<file path="config.mk">
export PLATFORM = sky130hd
export DESIGN_NAME = profile_setpoint_handshake
export DESIGN_NICKNAME = d
export VERILOG_FILES = /design/src/profile_setpoint_pkg.sv /design/src/od_tuning_store.sv /design/src/profile_setpoint_handshake.sv
export VERILOG_INCLUDE_DIRS = /design/src
export SDC_FILE = /design/constraint.sdc
export NUM_CORES = 2
export LEC_CHECK = 0
export BUFFER_PORTS_ARGS = -buffer_cell sky130_fd_sc_hd__buf_2
export CORE_MARGIN = 5
export CORE_UTILIZATION = 40
export DETAILED_ROUTE_END_ITERATION = 10
export HOLD_SLACK_MARGIN = 0.1
export SLEW_MARGIN = 40
export SYNTH_ARGS = -nofsm -noshare
export SYNTH_HDL_FRONTEND = slang
export SYNTH_SLANG_ARGS = --single-unit
</file>
<file path="constraint.sdc">
create_clock -name clk_i -period 13.9 [get_ports clk_i]
set_input_delay 1.39 -clock clk_i [delete_from_list [all_inputs] [get_ports clk_i]]
set_output_delay 1.39 -clock clk_i [all_outputs]
set_load 0.02 [all_outputs]
</file>
<file path="src/profile_setpoint_defines.svh">
`ifndef PROFILE_SETPOINT_DEFINES_SVH
`define PROFILE_SETPOINT_DEFINES_SVH

// ************************************************************
// Object dictionary indexes and subindexes
// ************************************************************
`define IDX_CTRL_WORD 16'h6040
`define IDX_MODE_SEL 16'h6060
`define IDX_SPEED_CEIL 16'h607f
`define IDX_CMD_SPEED 16'h60ff
`define IDX_FWD_TORQUE 16'h60e0
`define IDX_REV_TORQUE 16'h60e1
`define IDX_SPEED_TUNE 16'h2006
`define IDX_TORQUE_TUNE 16'h2007
`define SUB_MAIN 8'h00
`define SUB_PROP_GAIN 8'h01
`define SUB_INT_GAIN 8'h02
`define SUB_FF_GAIN 8'h0a
`define SUB_TQ_FILT 8'h03
`define SUB_FF_FILT 8'h08

// ************************************************************
// Tuning store slots
// ************************************************************
`define SLOT_PROP 3'h0
`define SLOT_INT 3'h1
`define SLOT_FF_GAIN 3'h2
`define SLOT_TQ_FILT 3'h3
`define SLOT_FF_FILT 3'h4
`define NUM_SLOTS 5

// ************************************************************
// Command word and status word bit positions
// ************************************************************
`define CW_READY 0
`define CW_MAIN_ON 1
`define CW_QSTOP_N 2
`define CW_OP_EN 3
`define CW_NEW_SP 4
`define CW_RELATIVE 6
`define CW_HALT 8
`define SW_READY 0
`define SW_MAIN_ON 1
`define SW_OP_EN 2
`define SW_QSTOP_N 5
`define SW_REACHED 10
`define SW_SP_ACK 12

// ************************************************************
// Mode codes and accepted ranges
// ************************************************************
`define MODE_PP 8'h01
`define MODE_PV 8'h03
`define MODE_CSP 8'h08
`define MODE_MAX 8'h0a
`define TORQUE_MAX 16'h1388
`define PROP_MIN 16'h0001
`define PROP_MAX 16'h4e20
`define INT_MIN 16'h000f
`define INT_MAX 16'hc800
`define FF_GAIN_MAX 16'h07d0
`define TQ_FILT_MAX 16'h0bb8
`define FF_FILT_MAX 16'h1900

// ************************************************************
// Reset values
// ************************************************************
`define CTRL_RST 16'h0000
`define MODE_RST 8'h00
`define CEIL_RST 32'h7fffffff
`define SPEED_RST 32'h00000000
`define TORQUE_RST 16'h1388
`define PROP_RST 16'h0064
`define INT_RST 16'h07d0
`define TUNE_RST 16'h0000

`endif

</file>
<file path="src/profile_setpoint_pkg.sv">
package profile_setpoint_pkg;

    typedef enum logic [1:0] {
        ST_OFF = 2'b00,
        ST_RUN = 2'b01,
        ST_MODE_STOP = 2'b10
    } run_state_t;

    typedef struct packed {
        run_state_t st;
        logic [15:0] ctrl;
        logic [7:0] mode_req;
        logic [7:0] mode_act;
        logic [31:0] ceil;
        logic [31:0] cmd_speed;
        logic [15:0] fwd_tq;
        logic [15:0] rev_tq;
        logic sp_prev;
        logic sp_ack;
        logic [31:0] goal;
        logic [31:0] pp_speed;
        logic [31:0] pp_accel;
        logic [31:0] pp_decel;
        logic move_start;
        logic reached;
        logic [15:0] dwell;
        logic [31:0] speed_ref;
        logic [15:0] status;
        logic rd_pend;
        logic rd_mem;
        logic [31:0] rd_local;
        logic od_ack;
        logic od_err;
        logic [31:0] od_rdata;
    } hs_state_t;

    typedef struct packed {
        logic [4:0][15:0] word;
        logic [15:0] rdata;
    } store_state_t;

endpackage

</file>
<file path="src/od_tuning_store.sv">
`timescale 1ns/1ps
`default_nettype none
`include "profile_setpoint_defines.svh"

module od_tuning_store (
    input wire logic clk_i,
    input wire logic sys_rst_i,
    input wire logic we_i,
    input wire logic [2:0] slot_i,
    input wire logic [15:0] wdata_i,
    output logic [15:0] rdata_o
);

    profile_setpoint_pkg::store_state_t s_q;
    profile_setpoint_pkg::store_state_t s_d;
    logic [4:0][15:0] rst_words;

    // ************************************************************
    // Per-slot reset values
    // ************************************************************
    genvar g;
    generate
        for (g = 0; g < `NUM_SLOTS; g = g + 1) begin : g_rst
            assign rst_words[g] = (g == `SLOT_PROP) ? `PROP_RST :
                                  (g == `SLOT_INT) ? `INT_RST : `TUNE_RST;
        end
    endgenerate

    always_comb begin
        s_d = s_q;
        // Read returns the old word when the same slot is written
        s_d.rdata = s_q.word[slot_i];
        if (we_i) begin
            s_d.word[slot_i] = wdata_i;
        end
    end

    always_ff @(posedge clk_i) begin
        if (sys_rst_i) begin
            s_q.word <= rst_words;
            s_q.rdata <= 16'h0000;
        end else begin
            s_q <= s_d;
        end
    end

    assign rdata_o = s_q.rdata;

endmodule
`default_nettype wire

</file>
<file path="src/profile_setpoint_handshake.sv">
`timescale 1ns/1ps
`default_nettype none
`include "profile_setpoint_defines.svh"

module profile_setpoint_handshake (
    input wire logic clk_i,
    input wire logic sys_rst_i,
    input wire logic od_wr_i,
    input wire logic od_rd_i,
    input wire logic [15:0] od_index_i,
    input wire logic [7:0] od_subindex_i,
    input wire logic [31:0] od_wdata_i,
    output logic [31:0] od_rdata_o,
    output logic od_ack_o,
    output logic od_err_o,
    input wire logic cycle_tick_i,
    input wire logic [31:0] target_position_i,
    input wire logic [31:0] profile_speed_i,
    input wire logic [31:0] profile_accel_i,
    input wire logic [31:0] profile_decel_i,
    input wire logic [31:0] actual_position_i,
    input wire logic [31:0] actual_speed_i,
    input wire logic [31:0] motor_max_speed_i,
    input wire logic [15:0] position_window_i,
    input wire logic [15:0] velocity_window_i,
    input wire logic [15:0] window_time_i,
    output logic [15:0] status_word_o,
    output logic [7:0] mode_display_o,
    output logic [31:0] position_goal_o,
    output logic move_start_o,
    output logic [31:0] move_speed_o,
    output logic [31:0] move_accel_o,
    output logic [31:0] move_decel_o,
    output logic [31:0] speed_ref_o,
    output logic [15:0] fwd_torque_limit_o,
    output logic [15:0] rev_torque_limit_o,
    output logic halt_o
);

    profile_setpoint_pkg::hs_state_t s_q;
    profile_setpoint_pkg::hs_state_t s_d;
    logic mem_we;
    logic [2:0] mem_slot;
    logic [15:0] mem_rdata;

    // ************************************************************
    // Helpers
    // ************************************************************
    function automatic logic [31:0] abs_diff(input logic signed [31:0] a,
                                             input logic signed [31:0] b);
        logic signed [32:0] d;
        d = 33'(a) - 33'(b);
        abs_diff = d[32] ? 32'(-d) : d[31:0];
    endfunction

    // Tuning objects share one decode for reads and writes
    function automatic logic [3:0] tune_slot(input logic [15:0] idx, input logic [7:0] sub);
        tune_slot = 4'h0;
        if (idx == `IDX_SPEED_TUNE) begin
            case (sub)
                `SUB_PROP_GAIN: tune_slot = {1'b1, `SLOT_PROP};
                `SUB_INT_GAIN: tune_slot = {1'b1, `SLOT_INT};
                `SUB_FF_GAIN: tune_slot = {1'b1, `SLOT_FF_GAIN};
                default: tune_slot = 4'h0;
            endcase
        end else if (idx == `IDX_TORQUE_TUNE) begin
            case (sub)
                `SUB_TQ_FILT: tune_slot = {1'b1, `SLOT_TQ_FILT};
                `SUB_FF_FILT: tune_slot = {1'b1, `SLOT_FF_FILT};
                default: tune_slot = 4'h0;
            endcase
        end
    endfunction

    function automatic logic tune_ok(input logic [2:0] slot, input logic [31:0] v);
        case (slot)
            `SLOT_PROP: tune_ok = v >= 32'(`PROP_MIN) && v <= 32'(`PROP_MAX);
            `SLOT_INT: tune_ok = v >= 32'(`INT_MIN) && v <= 32'(`INT_MAX);
            `SLOT_FF_GAIN: tune_ok = v <= 32'(`FF_GAIN_MAX);
            `SLOT_TQ_FILT: tune_ok = v <= 32'(`TQ_FILT_MAX);
            `SLOT_FF_FILT: tune_ok = v <= 32'(`FF_FILT_MAX);
            default: tune_ok = 1'b0;
        endcase
    endfunction

    // A zero ceiling is honoured and holds the motor still
    function automatic logic [31:0] clamp_speed(input logic signed [31:0] v,
                                                input logic [31:0] ceil,
                                                input logic [31:0] motor);
        logic [31:0] lim;
        lim = (ceil < motor) ? ceil : motor;
        if (lim[31]) begin
            lim = 32'h7fffffff;
        end
        if (v >= 0 && v > $signed(lim)) begin
            clamp_speed = lim;
        end else if (v < 0 && abs_diff(v, 32'sh0) > lim) begin
            clamp_speed = 32'(-lim);
        end else begin
            clamp_speed = v;
        end
    endfunction

    // One step of the speed trajectory; accel away from zero except when leaving zero downward, decel toward it
    function automatic logic [31:0] ramp(input logic signed [31:0] cur,
                                         input logic signed [31:0] tgt,
                                         input logic [31:0] up,
                                         input logic [31:0] dn);
        logic [31:0] gap;
        logic [31:0] rate;
        logic away;
        gap = abs_diff(tgt, cur);
        away = (cur >= 0) ? (tgt > cur) : (tgt < cur);
        rate = away ? up : dn;
        if (gap <= rate) begin
            ramp = tgt;
        end else if (tgt > cur) begin
            ramp = cur + rate;
        end else begin
            ramp = cur - rate;
        end
    endfunction

    // ************************************************************
    // Next-state logic
    // ************************************************************
    logic started;
    logic sp_edge;
    logic [3:0] slot_hit;
    logic [31:0] pv_target;

    always_comb begin
        s_d = s_q;
        s_d.move_start = 1'b0;
        s_d.od_ack = 1'b0;
        s_d.od_err = 1'b0;
        s_d.rd_pend = 1'b0;
        mem_we = 1'b0;
        slot_hit = tune_slot(od_index_i, od_subindex_i);
        mem_slot = slot_hit[2:0];
        started = s_q.ctrl[`CW_READY] & s_q.ctrl[`CW_MAIN_ON] &
                  s_q.ctrl[`CW_QSTOP_N] & s_q.ctrl[`CW_OP_EN];
        sp_edge = s_q.ctrl[`CW_NEW_SP] & ~s_q.sp_prev;
        pv_target = s_q.ctrl[`CW_HALT] ? 32'h00000000 :
                    clamp_speed(s_q.cmd_speed, s_q.ceil, motor_max_speed_i);

        // Object dictionary writes
        if (od_wr_i) begin
            s_d.od_ack = 1'b1;
            if (od_subindex_i == `SUB_MAIN && od_index_i == `IDX_CTRL_WORD) begin
                s_d.ctrl = od_wdata_i[15:0];
            end else if (od_subindex_i == `SUB_MAIN && od_index_i == `IDX_MODE_SEL) begin
                if (od_wdata_i[7:0] <= `MODE_MAX) begin
                    s_d.mode_req = od_wdata_i[7:0];
                end else begin
                    s_d.od_err = 1'b1;
                end
            end else if (od_subindex_i == `SUB_MAIN && od_index_i == `IDX_SPEED_CEIL) begin
                s_d.ceil = od_wdata_i;
            end else if (od_subindex_i == `SUB_MAIN && od_index_i == `IDX_CMD_SPEED) begin
                s_d.cmd_speed = od_wdata_i;
            end else if (od_subindex_i == `SUB_MAIN && od_index_i == `IDX_FWD_TORQUE) begin
                if (od_wdata_i <= 32'(`TORQUE_MAX)) begin
                    s_d.fwd_tq = od_wdata_i[15:0];
                end else begin
                    s_d.od_err = 1'b1;
                end
            end else if (od_subindex_i == `SUB_MAIN && od_index_i == `IDX_REV_TORQUE) begin
                if (od_wdata_i <= 32'(`TORQUE_MAX)) begin
                    s_d.rev_tq = od_wdata_i[15:0];
                end else begin
                    s_d.od_err = 1'b1;
                end
            end else if (slot_hit[3] && tune_ok(slot_hit[2:0], od_wdata_i)) begin
                mem_we = 1'b1;
            end else begin
                s_d.od_err = 1'b1;
            end
        end else if (od_rd_i) begin
            // Answer comes a cycle later so tuning words can leave the store
            s_d.rd_pend = 1'b1;
            s_d.rd_mem = slot_hit[3];
            s_d.rd_local = 32'h00000000;
            if (od_subindex_i != `SUB_MAIN) begin
                s_d.rd_local = 32'h00000000;
            end else if (od_index_i == `IDX_CTRL_WORD) begin
                s_d.rd_local = {16'h0000, s_q.ctrl};
            end else if (od_index_i == `IDX_MODE_SEL) begin
                s_d.rd_local = {24'h000000, s_q.mode_req};
            end else if (od_index_i == `IDX_SPEED_CEIL) begin
                s_d.rd_local = s_q.ceil;
            end else if (od_index_i == `IDX_CMD_SPEED) begin
                s_d.rd_local = s_q.cmd_speed;
            end else if (od_index_i == `IDX_FWD_TORQUE) begin
                s_d.rd_local = {16'h0000, s_q.fwd_tq};
            end else if (od_index_i == `IDX_REV_TORQUE) begin
                s_d.rd_local = {16'h0000, s_q.rev_tq};
            end
        end
        if (s_q.rd_pend) begin
            s_d.od_ack = 1'b1;
            s_d.od_rdata = s_q.rd_mem ? {16'h0000, mem_rdata} : s_q.rd_local;
        end

        // ************************************************************
        // Motion sequencing, once per communication cycle
        // ************************************************************
        if (cycle_tick_i) begin
            s_d.sp_prev = s_q.ctrl[`CW_NEW_SP];
            case (s_q.st)
                profile_setpoint_pkg::ST_OFF: begin
                    s_d.speed_ref = 32'h00000000;
                    s_d.sp_ack = 1'b0;
                    s_d.reached = 1'b0;
                    s_d.dwell = 16'h0000;
                    if (started) begin
                        s_d.mode_act = s_q.mode_req;
                        s_d.goal = actual_position_i;
                        s_d.st = profile_setpoint_pkg::ST_RUN;
                    end
                end
                profile_setpoint_pkg::ST_RUN: begin
                    if (!started) begin
                        // Quick stop and disable both brake on the decel ramp
                        s_d.speed_ref = ramp(s_q.speed_ref, 32'sh0, profile_decel_i,
                                             profile_decel_i);
                        s_d.goal = actual_position_i;
                        if (s_q.speed_ref == 32'h00000000) begin
                            s_d.st = profile_setpoint_pkg::ST_OFF;
                        end
                    end else if (s_q.mode_req != s_q.mode_act) begin
                        if (s_q.mode_act == `MODE_PV) begin
                            s_d.st = profile_setpoint_pkg::ST_MODE_STOP;
                        end else begin
                            s_d.mode_act = s_q.mode_req;
                            s_d.goal = actual_position_i;
                            s_d.reached = 1'b0;
                            s_d.dwell = 16'h0000;
                        end
                    end else if (s_q.mode_act == `MODE_PP) begin
                        // A new edge always preempts the running move
                        if (sp_edge) begin
                            s_d.goal = s_q.ctrl[`CW_RELATIVE] ?
                                       actual_position_i + target_position_i :
                                       target_position_i;
                            s_d.pp_speed = clamp_speed(profile_speed_i, s_q.ceil,
                                                       motor_max_speed_i);
                            s_d.pp_accel = profile_accel_i;
                            s_d.pp_decel = profile_decel_i;
                            s_d.move_start = 1'b1;
                            s_d.sp_ack = 1'b1;
                            s_d.reached = 1'b0;
                            s_d.dwell = 16'h0000;
                        end else begin
                            if (s_q.sp_ack && !s_q.ctrl[`CW_NEW_SP]) begin
                                s_d.sp_ack = 1'b0;
                            end
                            if (abs_diff(actual_position_i, s_q.goal) <=
                                {16'h0000, position_window_i}) begin
                                if (s_q.dwell >= window_time_i) begin
                                    s_d.reached = 1'b1;
                                end else begin
                                    s_d.dwell = s_q.dwell + 16'h0001;
                                end
                            end else begin
                                s_d.dwell = 16'h0000;
                                s_d.reached = 1'b0;
                            end
                        end
                    end else if (s_q.mode_act == `MODE_CSP) begin
                        s_d.goal = target_position_i;
                        s_d.sp_ack = 1'b0;
                        s_d.reached = abs_diff(actual_position_i, target_position_i) <=
                                      {16'h0000, position_window_i};
                    end else if (s_q.mode_act == `MODE_PV) begin
                        s_d.speed_ref = ramp(s_q.speed_ref, pv_target, profile_accel_i,
                                             profile_decel_i);
                        if (abs_diff(actual_speed_i, pv_target) <=
                            {16'h0000, velocity_window_i}) begin
                            if (s_q.dwell >= window_time_i) begin
                                s_d.reached = 1'b1;
                            end else begin
                                s_d.dwell = s_q.dwell + 16'h0001;
                            end
                        end else begin
                            s_d.dwell = 16'h0000;
                            s_d.reached = 1'b0;
                        end
                    end
                end
                profile_setpoint_pkg::ST_MODE_STOP: begin
                    s_d.reached = 1'b0;
                    s_d.dwell = 16'h0000;
                    s_d.speed_ref = ramp(s_q.speed_ref, 32'sh0, profile_decel_i,
                                         profile_decel_i);
                    if (s_q.speed_ref == 32'h00000000 &&
                        abs_diff(actual_speed_i, 32'sh0) <= {16'h0000, velocity_window_i}) begin
                        s_d.mode_act = s_q.mode_req;
                        s_d.goal = actual_position_i;
                        s_d.st = started ? profile_setpoint_pkg::ST_RUN :
                                 profile_setpoint_pkg::ST_OFF;
                    end
                end
                default: begin
                    s_d.st = profile_setpoint_pkg::ST_OFF;
                end
            endcase
        end

        // ************************************************************
        // Status word image
        // ************************************************************
        s_d.status = 16'h0000;
        s_d.status[`SW_READY] = s_d.ctrl[`CW_READY];
        s_d.status[`SW_MAIN_ON] = s_d.ctrl[`CW_READY] & s_d.ctrl[`CW_MAIN_ON];
        s_d.status[`SW_OP_EN] = s_d.st == profile_setpoint_pkg::ST_RUN;
        s_d.status[`SW_QSTOP_N] = s_d.ctrl[`CW_QSTOP_N];
        s_d.status[`SW_REACHED] = s_d.reached;
        s_d.status[`SW_SP_ACK] = s_d.sp_ack;
    end

    always_ff @(posedge clk_i) begin
        if (sys_rst_i) begin
            s_q <= '0;
            s_q.st <= profile_setpoint_pkg::ST_OFF;
            s_q.ctrl <= `CTRL_RST;
            s_q.mode_req <= `MODE_RST;
            s_q.mode_act <= `MODE_RST;
            s_q.ceil <= `CEIL_RST;
            s_q.cmd_speed <= `SPEED_RST;
            s_q.fwd_tq <= `TORQUE_RST;
            s_q.rev_tq <= `TORQUE_RST;
        end else begin
            s_q <= s_d;
        end
    end

    // ************************************************************
    // Tuning words
    // ************************************************************
    od_tuning_store u_store (
        .clk_i(clk_i),
        .sys_rst_i(sys_rst_i),
        .we_i(mem_we),
        .slot_i(mem_slot),
        .wdata_i(od_wdata_i[15:0]),
        .rdata_o(mem_rdata)
    );

    assign od_rdata_o = s_q.od_rdata;
    assign od_ack_o = s_q.od_ack;
    assign od_err_o = s_q.od_err;
    assign status_word_o = s_q.status;
    assign mode_display_o = s_q.mode_act;
    assign position_goal_o = s_q.goal;
    assign move_start_o = s_q.move_start;
    assign move_speed_o = s_q.pp_speed;
    assign move_accel_o = s_q.pp_accel;
    assign move_decel_o = s_q.pp_decel;
    assign speed_ref_o = s_q.speed_ref;
    assign fwd_torque_limit_o = s_q.fwd_tq;
    assign rev_torque_limit_o = s_q.rev_tq;
    assign halt_o = s_q.ctrl[`CW_HALT] & (s_q.st == profile_setpoint_pkg::ST_RUN);

endmodule
`default_nettype wire

</file>
==> Word-level counts from Yosys, hierarchy flattened <==
Cells that the tools add are included.
{ "word_totals": {"reg_bits": 490, "latch_bits": 0, "ramBits": 0, "rom_bits": 0, "in_bits": 333, "output_inout_bits": 252, "mem_count": 0} }
{ "classes": {"addsub": 21, "multipliers": 0, "div_mod_pow": 0, "order_cmp": 31, "eq_ne": 39, "shift": 0, "muxes": 127, "bitwise_logic": 18, "reduce_logical": 38} }
{ "ops": {"columns": ["operator", "n"], "rows": [
  ["$mux W32", 40],
  ["$neg A32 Y32", 10],
  ["$mux W97", 3],
  ["$mux W179", 1],
  ["$gt A32 B32 Y1", 5],
  ["$pmux W49 S3", 1],
  ["$sub A32 B32 Y33", 4],
  ["$mux W129", 1],
  ["$ge A32 B1 Y1 const B", 4],
  ["$le A32 B16 Y1", 4],
  ["$mux W114", 1],
  ["$mux W17", 6],
  ["$add A32 B32 Y32", 3],
  ["$eq A16 B15 Y1 const B", 6],
  ["$pmux W32 S3", 1],
  ["$bwmux W80", 1],
  ["$mux W16", 5],
  ["$mux W33", 2],
  ["$le A32 B13 Y1 const B", 2],
  ["$le A32 B32 Y1", 2],
  ["$lt A32 B1 Y1 const B", 2],
  ["$lt A32 B32 Y1", 2],
  ["$mux W8", 8],
  ["$sub A32 B32 Y32", 2],
  ["other kinds (62)", 158]
]} }

==> Depth between registers and ports, before layout <==
{ "logic_depth": {"word_depth": 23, "ltp_mapped": 65, "depth_no_buf": 57} }

==> Hierarchy <==
From an unflattened synthesis, not the netlist that was laid out.
{ "hier_totals": {"hier_cells": 7221, "area_unflattened_um2": 52597.9} }
{ "by_module_without_submodules": {"columns": ["module", "instances", "cells_per_inst", "area_each_um2"], "rows": [
  ["profile_setpoint_handshake", 1, 6740, 48537.8],
  ["od_tuning_store", 1, 481, 4060.1]
]} }

==> Least setup slack after synthesis <==
No wires, ideal clock.
{ "synth_timing": {"kind": "input to register", "from": "input port motor_max_speed_i[31]", "to": "register s_q, in the netlist speed_ref_o[13]", "setup_ns": 0.095, "arrival_ns": 15.013, "setup_slack_ns": -1.209, "stages": 61, "path_buffers": 13, "cell_sequence": "clkbuf_1 > clkinv_1 > clkbuf_1 > ha_1 > nand4_1 > nor2_1 > nand2_1 > or2_2 > nand3b_2 > nand2_1 > clkbuf_1 > clkbuf_1 > clkbuf_1 > nand3_1 > o31a_1 > inv_1 > ha_1 > a21o_1 > [25 not listed] > a21oi_1 > ha_1 > a21o_1 > a21o_1 > a21o_1 > a2111oi_0 > o311ai_0 > nor2_1 > nor4_1 > or2_2 > a32o_1 > a31oi_1 > o311a_1 > buf_2 > buf_2 > mux2i_1 > nand2_1 > a221oi_1"} }
{ "synth_between": {"elab_chain_len": 20} }
{ "synth_rtl": {"columns": ["element", "line", "text"], "rows": [
  ["start: declaration", "profile_setpoint_handshake.sv:23", "input wire logic [31:0] motor_max_speed_i,"],
  ["$lt A32 B32 Y1", "profile_setpoint_handshake.sv:91", "lim = (ceil < motor) ? ceil : motor;"],
  ["$mux W32 *", "profile_setpoint_handshake.sv:91", null],
  ["$mux W31 *", "profile_setpoint_handshake.sv:92", "if (lim[31]) begin"],
  ["$gt A32 B32 Y1", "profile_setpoint_handshake.sv:97", "end else if (v < 0 && abs_diff(v, 32'sh0) > lim) begin"],
  ["$logic_and A1 B1 Y1", "profile_setpoint_handshake.sv:97", null],
  ["$mux W32", "profile_setpoint_handshake.sv:97", null],
  ["$mux W32 *", "profile_setpoint_handshake.sv:95", "if (v >= 0 && v > $signed(lim)) begin"],
  ["$mux W32 *", "profile_setpoint_handshake.sv:144", "pv_target = s_q.ctrl[`CW_HALT] ? 32'h00000000 :"],
  ["branches (longest 5 deep; another with $sub A32 B32 Y33)", null, null],
  ["$mux W32 *", "profile_setpoint_handshake.sv:115", "if (gap <= rate) begin"],
  ["$mux W49 *", "profile_setpoint_handshake.sv:275", "end else if (s_q.mode_act == `MODE_PV) begin"],
  ["$mux W48 *", "profile_setpoint_handshake.sv:270", "end else if (s_q.mode_act == `MODE_CSP) begin"],
  ["$mux W32 *", "profile_setpoint_handshake.sv:240", "end else if (s_q.mode_act == `MODE_PP) begin"],
  ["$mux W32 *", "profile_setpoint_handshake.sv:231", "end else if (s_q.mode_req != s_q.mode_act) begin"],
  ["$mux W32 *", "profile_setpoint_handshake.sv:223", "if (!started) begin"],
  ["$pmux W49 S3 *", "profile_setpoint_handshake.sv:210", "case (s_q.st)"],
  ["end: declaration", "profile_setpoint_handshake.sv:40", "profile_setpoint_pkg::hs_state_t s_q;"]
]} }
Every way passes the cells marked *. The select of a mux whose other input is x is not followed.
A chain may end at the register's enable or synchronous reset.

==> Worst setup path in the final report <==
{ "layout_timing": {"from": "input port motor_max_speed_i[9]", "to": "register s_q, in the netlist speed_ref_o[23]"} }
The elaborated chain is that of the path after synthesis.

==> flow_summary.toml <==
[outcome]
status = "complete, no violations"

[place]
place_ws_ns = -0.3341
port_buffers = 574
dpl-instance-area_sq_um = 54790
gp_congestion = 0.9994
hpwlAfterDp_mm = 177.5

[floorplanning]
die_y_microns = 369.0
dieArea_sq_um = 136200
die_w_microns = 369.0
core_sq_um = 127800
pin_count = 585
fp-row-count = 131
start_util_pct = 40.32

[pwr]
p_int_mw = 2.953
sequentialPowerShare_pct = 29.6
p_sw_mw = 1.745
totalPowerFinal_mw = 4.698
p_leak_nw = 24.82
powerDensity_nw_per_um2 = 82.27
p_comb_share_pct = 34.1
vdd_drop_max_v = 0.0001102
netSwitchingFraction_pct = 37.14
clockPowerShare_pct = 36.3

[cts]
ctsRootBufferMaster = "clkbuf_16"
cts_made_buffers = 59
path_clk_slew_ns = 0.07
tritoncts = "built"
worstSkewPairLatency_ns = 0.71
clock_path_buffers = 3
htree_levels = 2
cts_sinks = 476
hold_buffers = 0

[sta]
hold_ws_ns = 0.4485
tns_ns = 0
fin_skew_ns = 0.05705
rsz0062_at_grt = "false"
tightest_slew_ns = 0.8430
setup-violations-final = 0
slew_viol_final = 0
timing.final.ws_setup_ns = 0.6812
finalHoldViolations = 0
fmax_mhz = 75.65
period_share_pct = 95.10
max_slew_margin_pct = 42.20
fin_crit_ns = 13.22

[global_route]
grt-ovfl-total = 0
grt_pass1_vias = 50040
antenna_found_initial = 42
grt_use_total_pct = 30.71
grt_pass1_wl_mm = 324.7
grt_max_degree = 102

[synthesis]
synth-edff-count = 0
synth-seq-area-share_pct = 18.48
yosys.area.top_type = "dfxtp_1"
yosys_register_bits = 476
synth_area_leaders = "dfxtp_1 (18%), ha_1 (13%), a21oi_1 (6.3%)"
syn_inst = 7010
synth.distinct_cells = 108
ys.flop_type = "dfxtp_1"
yosysTopAreaCellShare_pct = 18.48
syn_area_per_cell_sq_um = 7.354
netlist_area_sq_um = 51550
async_flop_share_pct = 0
yosys_warnings = 0

[setup_path]
critPathSlowestCell = "a221oi_2"
crit_top_cell = "o21a_1"
crit_fanout = 24
cp-end-kind = "flop"
critical_path_class = "in -> reg"
critPathMaxStageDelay_ns = 0.48
worstPathArrival_ns = 13.80
cp.required_ns = 14.48
cp-start-kind = "input port"

[routing]
post-route-drc-count = 0
firstDrtPassIters = 8
wire_per_inst_microns = 24.81
via_count = 54410
drt-total-wl_mm = 222.4
avgViaCountPerCell = 6.069
drt_iter0_drc = 5842
ant_nets = 0

[final_layout]
nNetsFinal = 8088
drive_above_1_share_pct = 14.21
synthToLayoutAreaGrowth_pct = 10.77
fin_area_sq_um = 57110

[job]
cap_violations = 0

[min_path]
min_path_type = "reg -> reg"
-- metal layers --
metal  share of wire (%)  up-vias  global-route usage, %
met4                 4.3       24                  11.81
li1                    -    25490                      -
met3                 8.8      446                  5.616
met2                  43     2444                  46.60
met5               0.067        -                      0
met1                  44    26010                  43.08
-- worst max-delay path: cells and delay by family --
family	cells	cell delay [ns]
and+or+nand+nor	16	3.48
adders and majority gates	5	1.55
AOI/OAI and AO/OA	29	6.80
buffers and inverters	3	0.43
xor gates and xnor gates	1	0.14
-- synthesized netlist by cell type (all sizes together), types with 17 or more instances --
| cell | n |
|---|---|
| a2111oi | 18 |
| a211o | 20 |
| a211oi | 68 |
| a21o | 150 |
| a21oi | 646 |
| a221oi | 53 |
| a22oi | 25 |
| a31oi | 85 |
| and2 | 45 |
| and3 | 67 |
| and4 | 17 |
| buf | 287 |
| clkbuf | 310 |
| dfxtp | 476 |
| ha | 522 |
| inv | 397 |
| mux2 | 53 |
| mux2i | 226 |
| nand2 | 724 |
| nand2b | 79 |
| nand3 | 150 |
| nand3b | 37 |
| nand4 | 102 |
| nor2 | 591 |
| nor2b | 82 |
| nor3 | 164 |
| nor4 | 70 |
| o211ai | 67 |
| o21a | 74 |
| o21ai | 319 |
| o21bai | 32 |
| o221ai | 17 |
| o22ai | 58 |
| o31ai | 91 |
| o41ai | 23 |
| or2 | 37 |
| or3 | 86 |
| or4 | 37 |
| xnor2 | 347 |
| xor2 | 116 |
-- logic make-up (layout without fill, tap and decap cells) --
group | after synthesis | after routing | synth area share, %
AOI/OAI and AO/OA | 1929 | 1929 | 24.20
buffers and inverters | 997 | 1253 | 9.137
xor gates and xnor gates | 463 | 463 | 7.866
and+or+nand+nor | 2334 | 2334 | 21.78
DFF | 476 | 476 | 18.48
muxes | 279 | 279 | 5.546
other | 1 | 39 | 0.007274
adders and majority gates | 531 | 531 | 12.98
-- cell type report --
| type | instances | area (sq um) |
|---|---|---|
| diodes | 29 | 72.57 |
| clock buffers | 71 | 1592 |
| clock inverters | 39 | 531.8 |
| fillers | 13270 | 70740 |
| inverters | 400 | 1504 |
| multi-input cells | 5546 | 37570 |
| flip-flops and latches | 476 | 9533 |
| well taps | 1662 | 2079 |
| repair buffers | 743 | 4228 |
-- worst paths after layout --
path | cells after the start | start | to | slack [ns]
max | 54 | motor_max_speed_i[9] | speed_ref_o[23] | 0.68
min | 2 | move_accel_o[16] | move_accel_o[16] | 0.45
min reg2reg | 2 | move_accel_o[16] | move_accel_o[16] | 0.45
max reg2reg | 53 | s_q[304] | speed_ref_o[23] | 1.02
-- cell usage in the layout (no fill, tap or decap), types with 158 or more instances in the layout --
cell,Yosys,routed
nand2_1,724,721
a21oi_1,645,643
nor2_1,588,586
buf_2,17,572
ha_1,522,522
dfxtp_1,476,475
inv_1,397,396
xnor2_1,347,347
o21ai_0,312,308
mux2i_1,226,225
buf_4,248,160
nor3_1,163,158
-- registers in the layout, indices dropped and copies added, names as in the netlist --
register,flops
position_goal_o,32
move_start_o,1
od_ack_o,1
s_q,141
move_accel_o,32
od_rdata_o,32
od_err_o,1
status_word_o,4
rev_torque_limit_o,16
mode_display_o,8
u_store.rdata_o,16
fwd_torque_limit_o,16
move_speed_o,32
move_decel_o,32
speed_ref_o,32
u_store.s_q,80
-- stage by stage --
stage                     utilization (%)  cells
final                               44.67   8966
after global routing                44.65   8954
after CTS                           44.52   8932
after detailed placement            42.86   8822
after global placement              42.80   8821
after floorplan                         -   7019
-- power groups by stage --
stage / Sequential, mW / Clock (mW) / Combinational [mW]
floorplan: 1.41 / 0 / 1.06
global placement: 1.42 / 0 / 1.54
detailed placement: 1.42 / 0 / 1.55
CTS: 1.39 / 1.74 / 1.56
global route: 1.39 / 1.79 / 1.73
finish: 1.39 / 1.71 / 1.60
-- repair_timing --
action / in CTS / in global routing
gates resized for setup: 0 / 13
setup endpoints to repair: 0 / 39
setup buffers: 0 / 3
No activity file was read; power rests on OpenSTA's default activity.
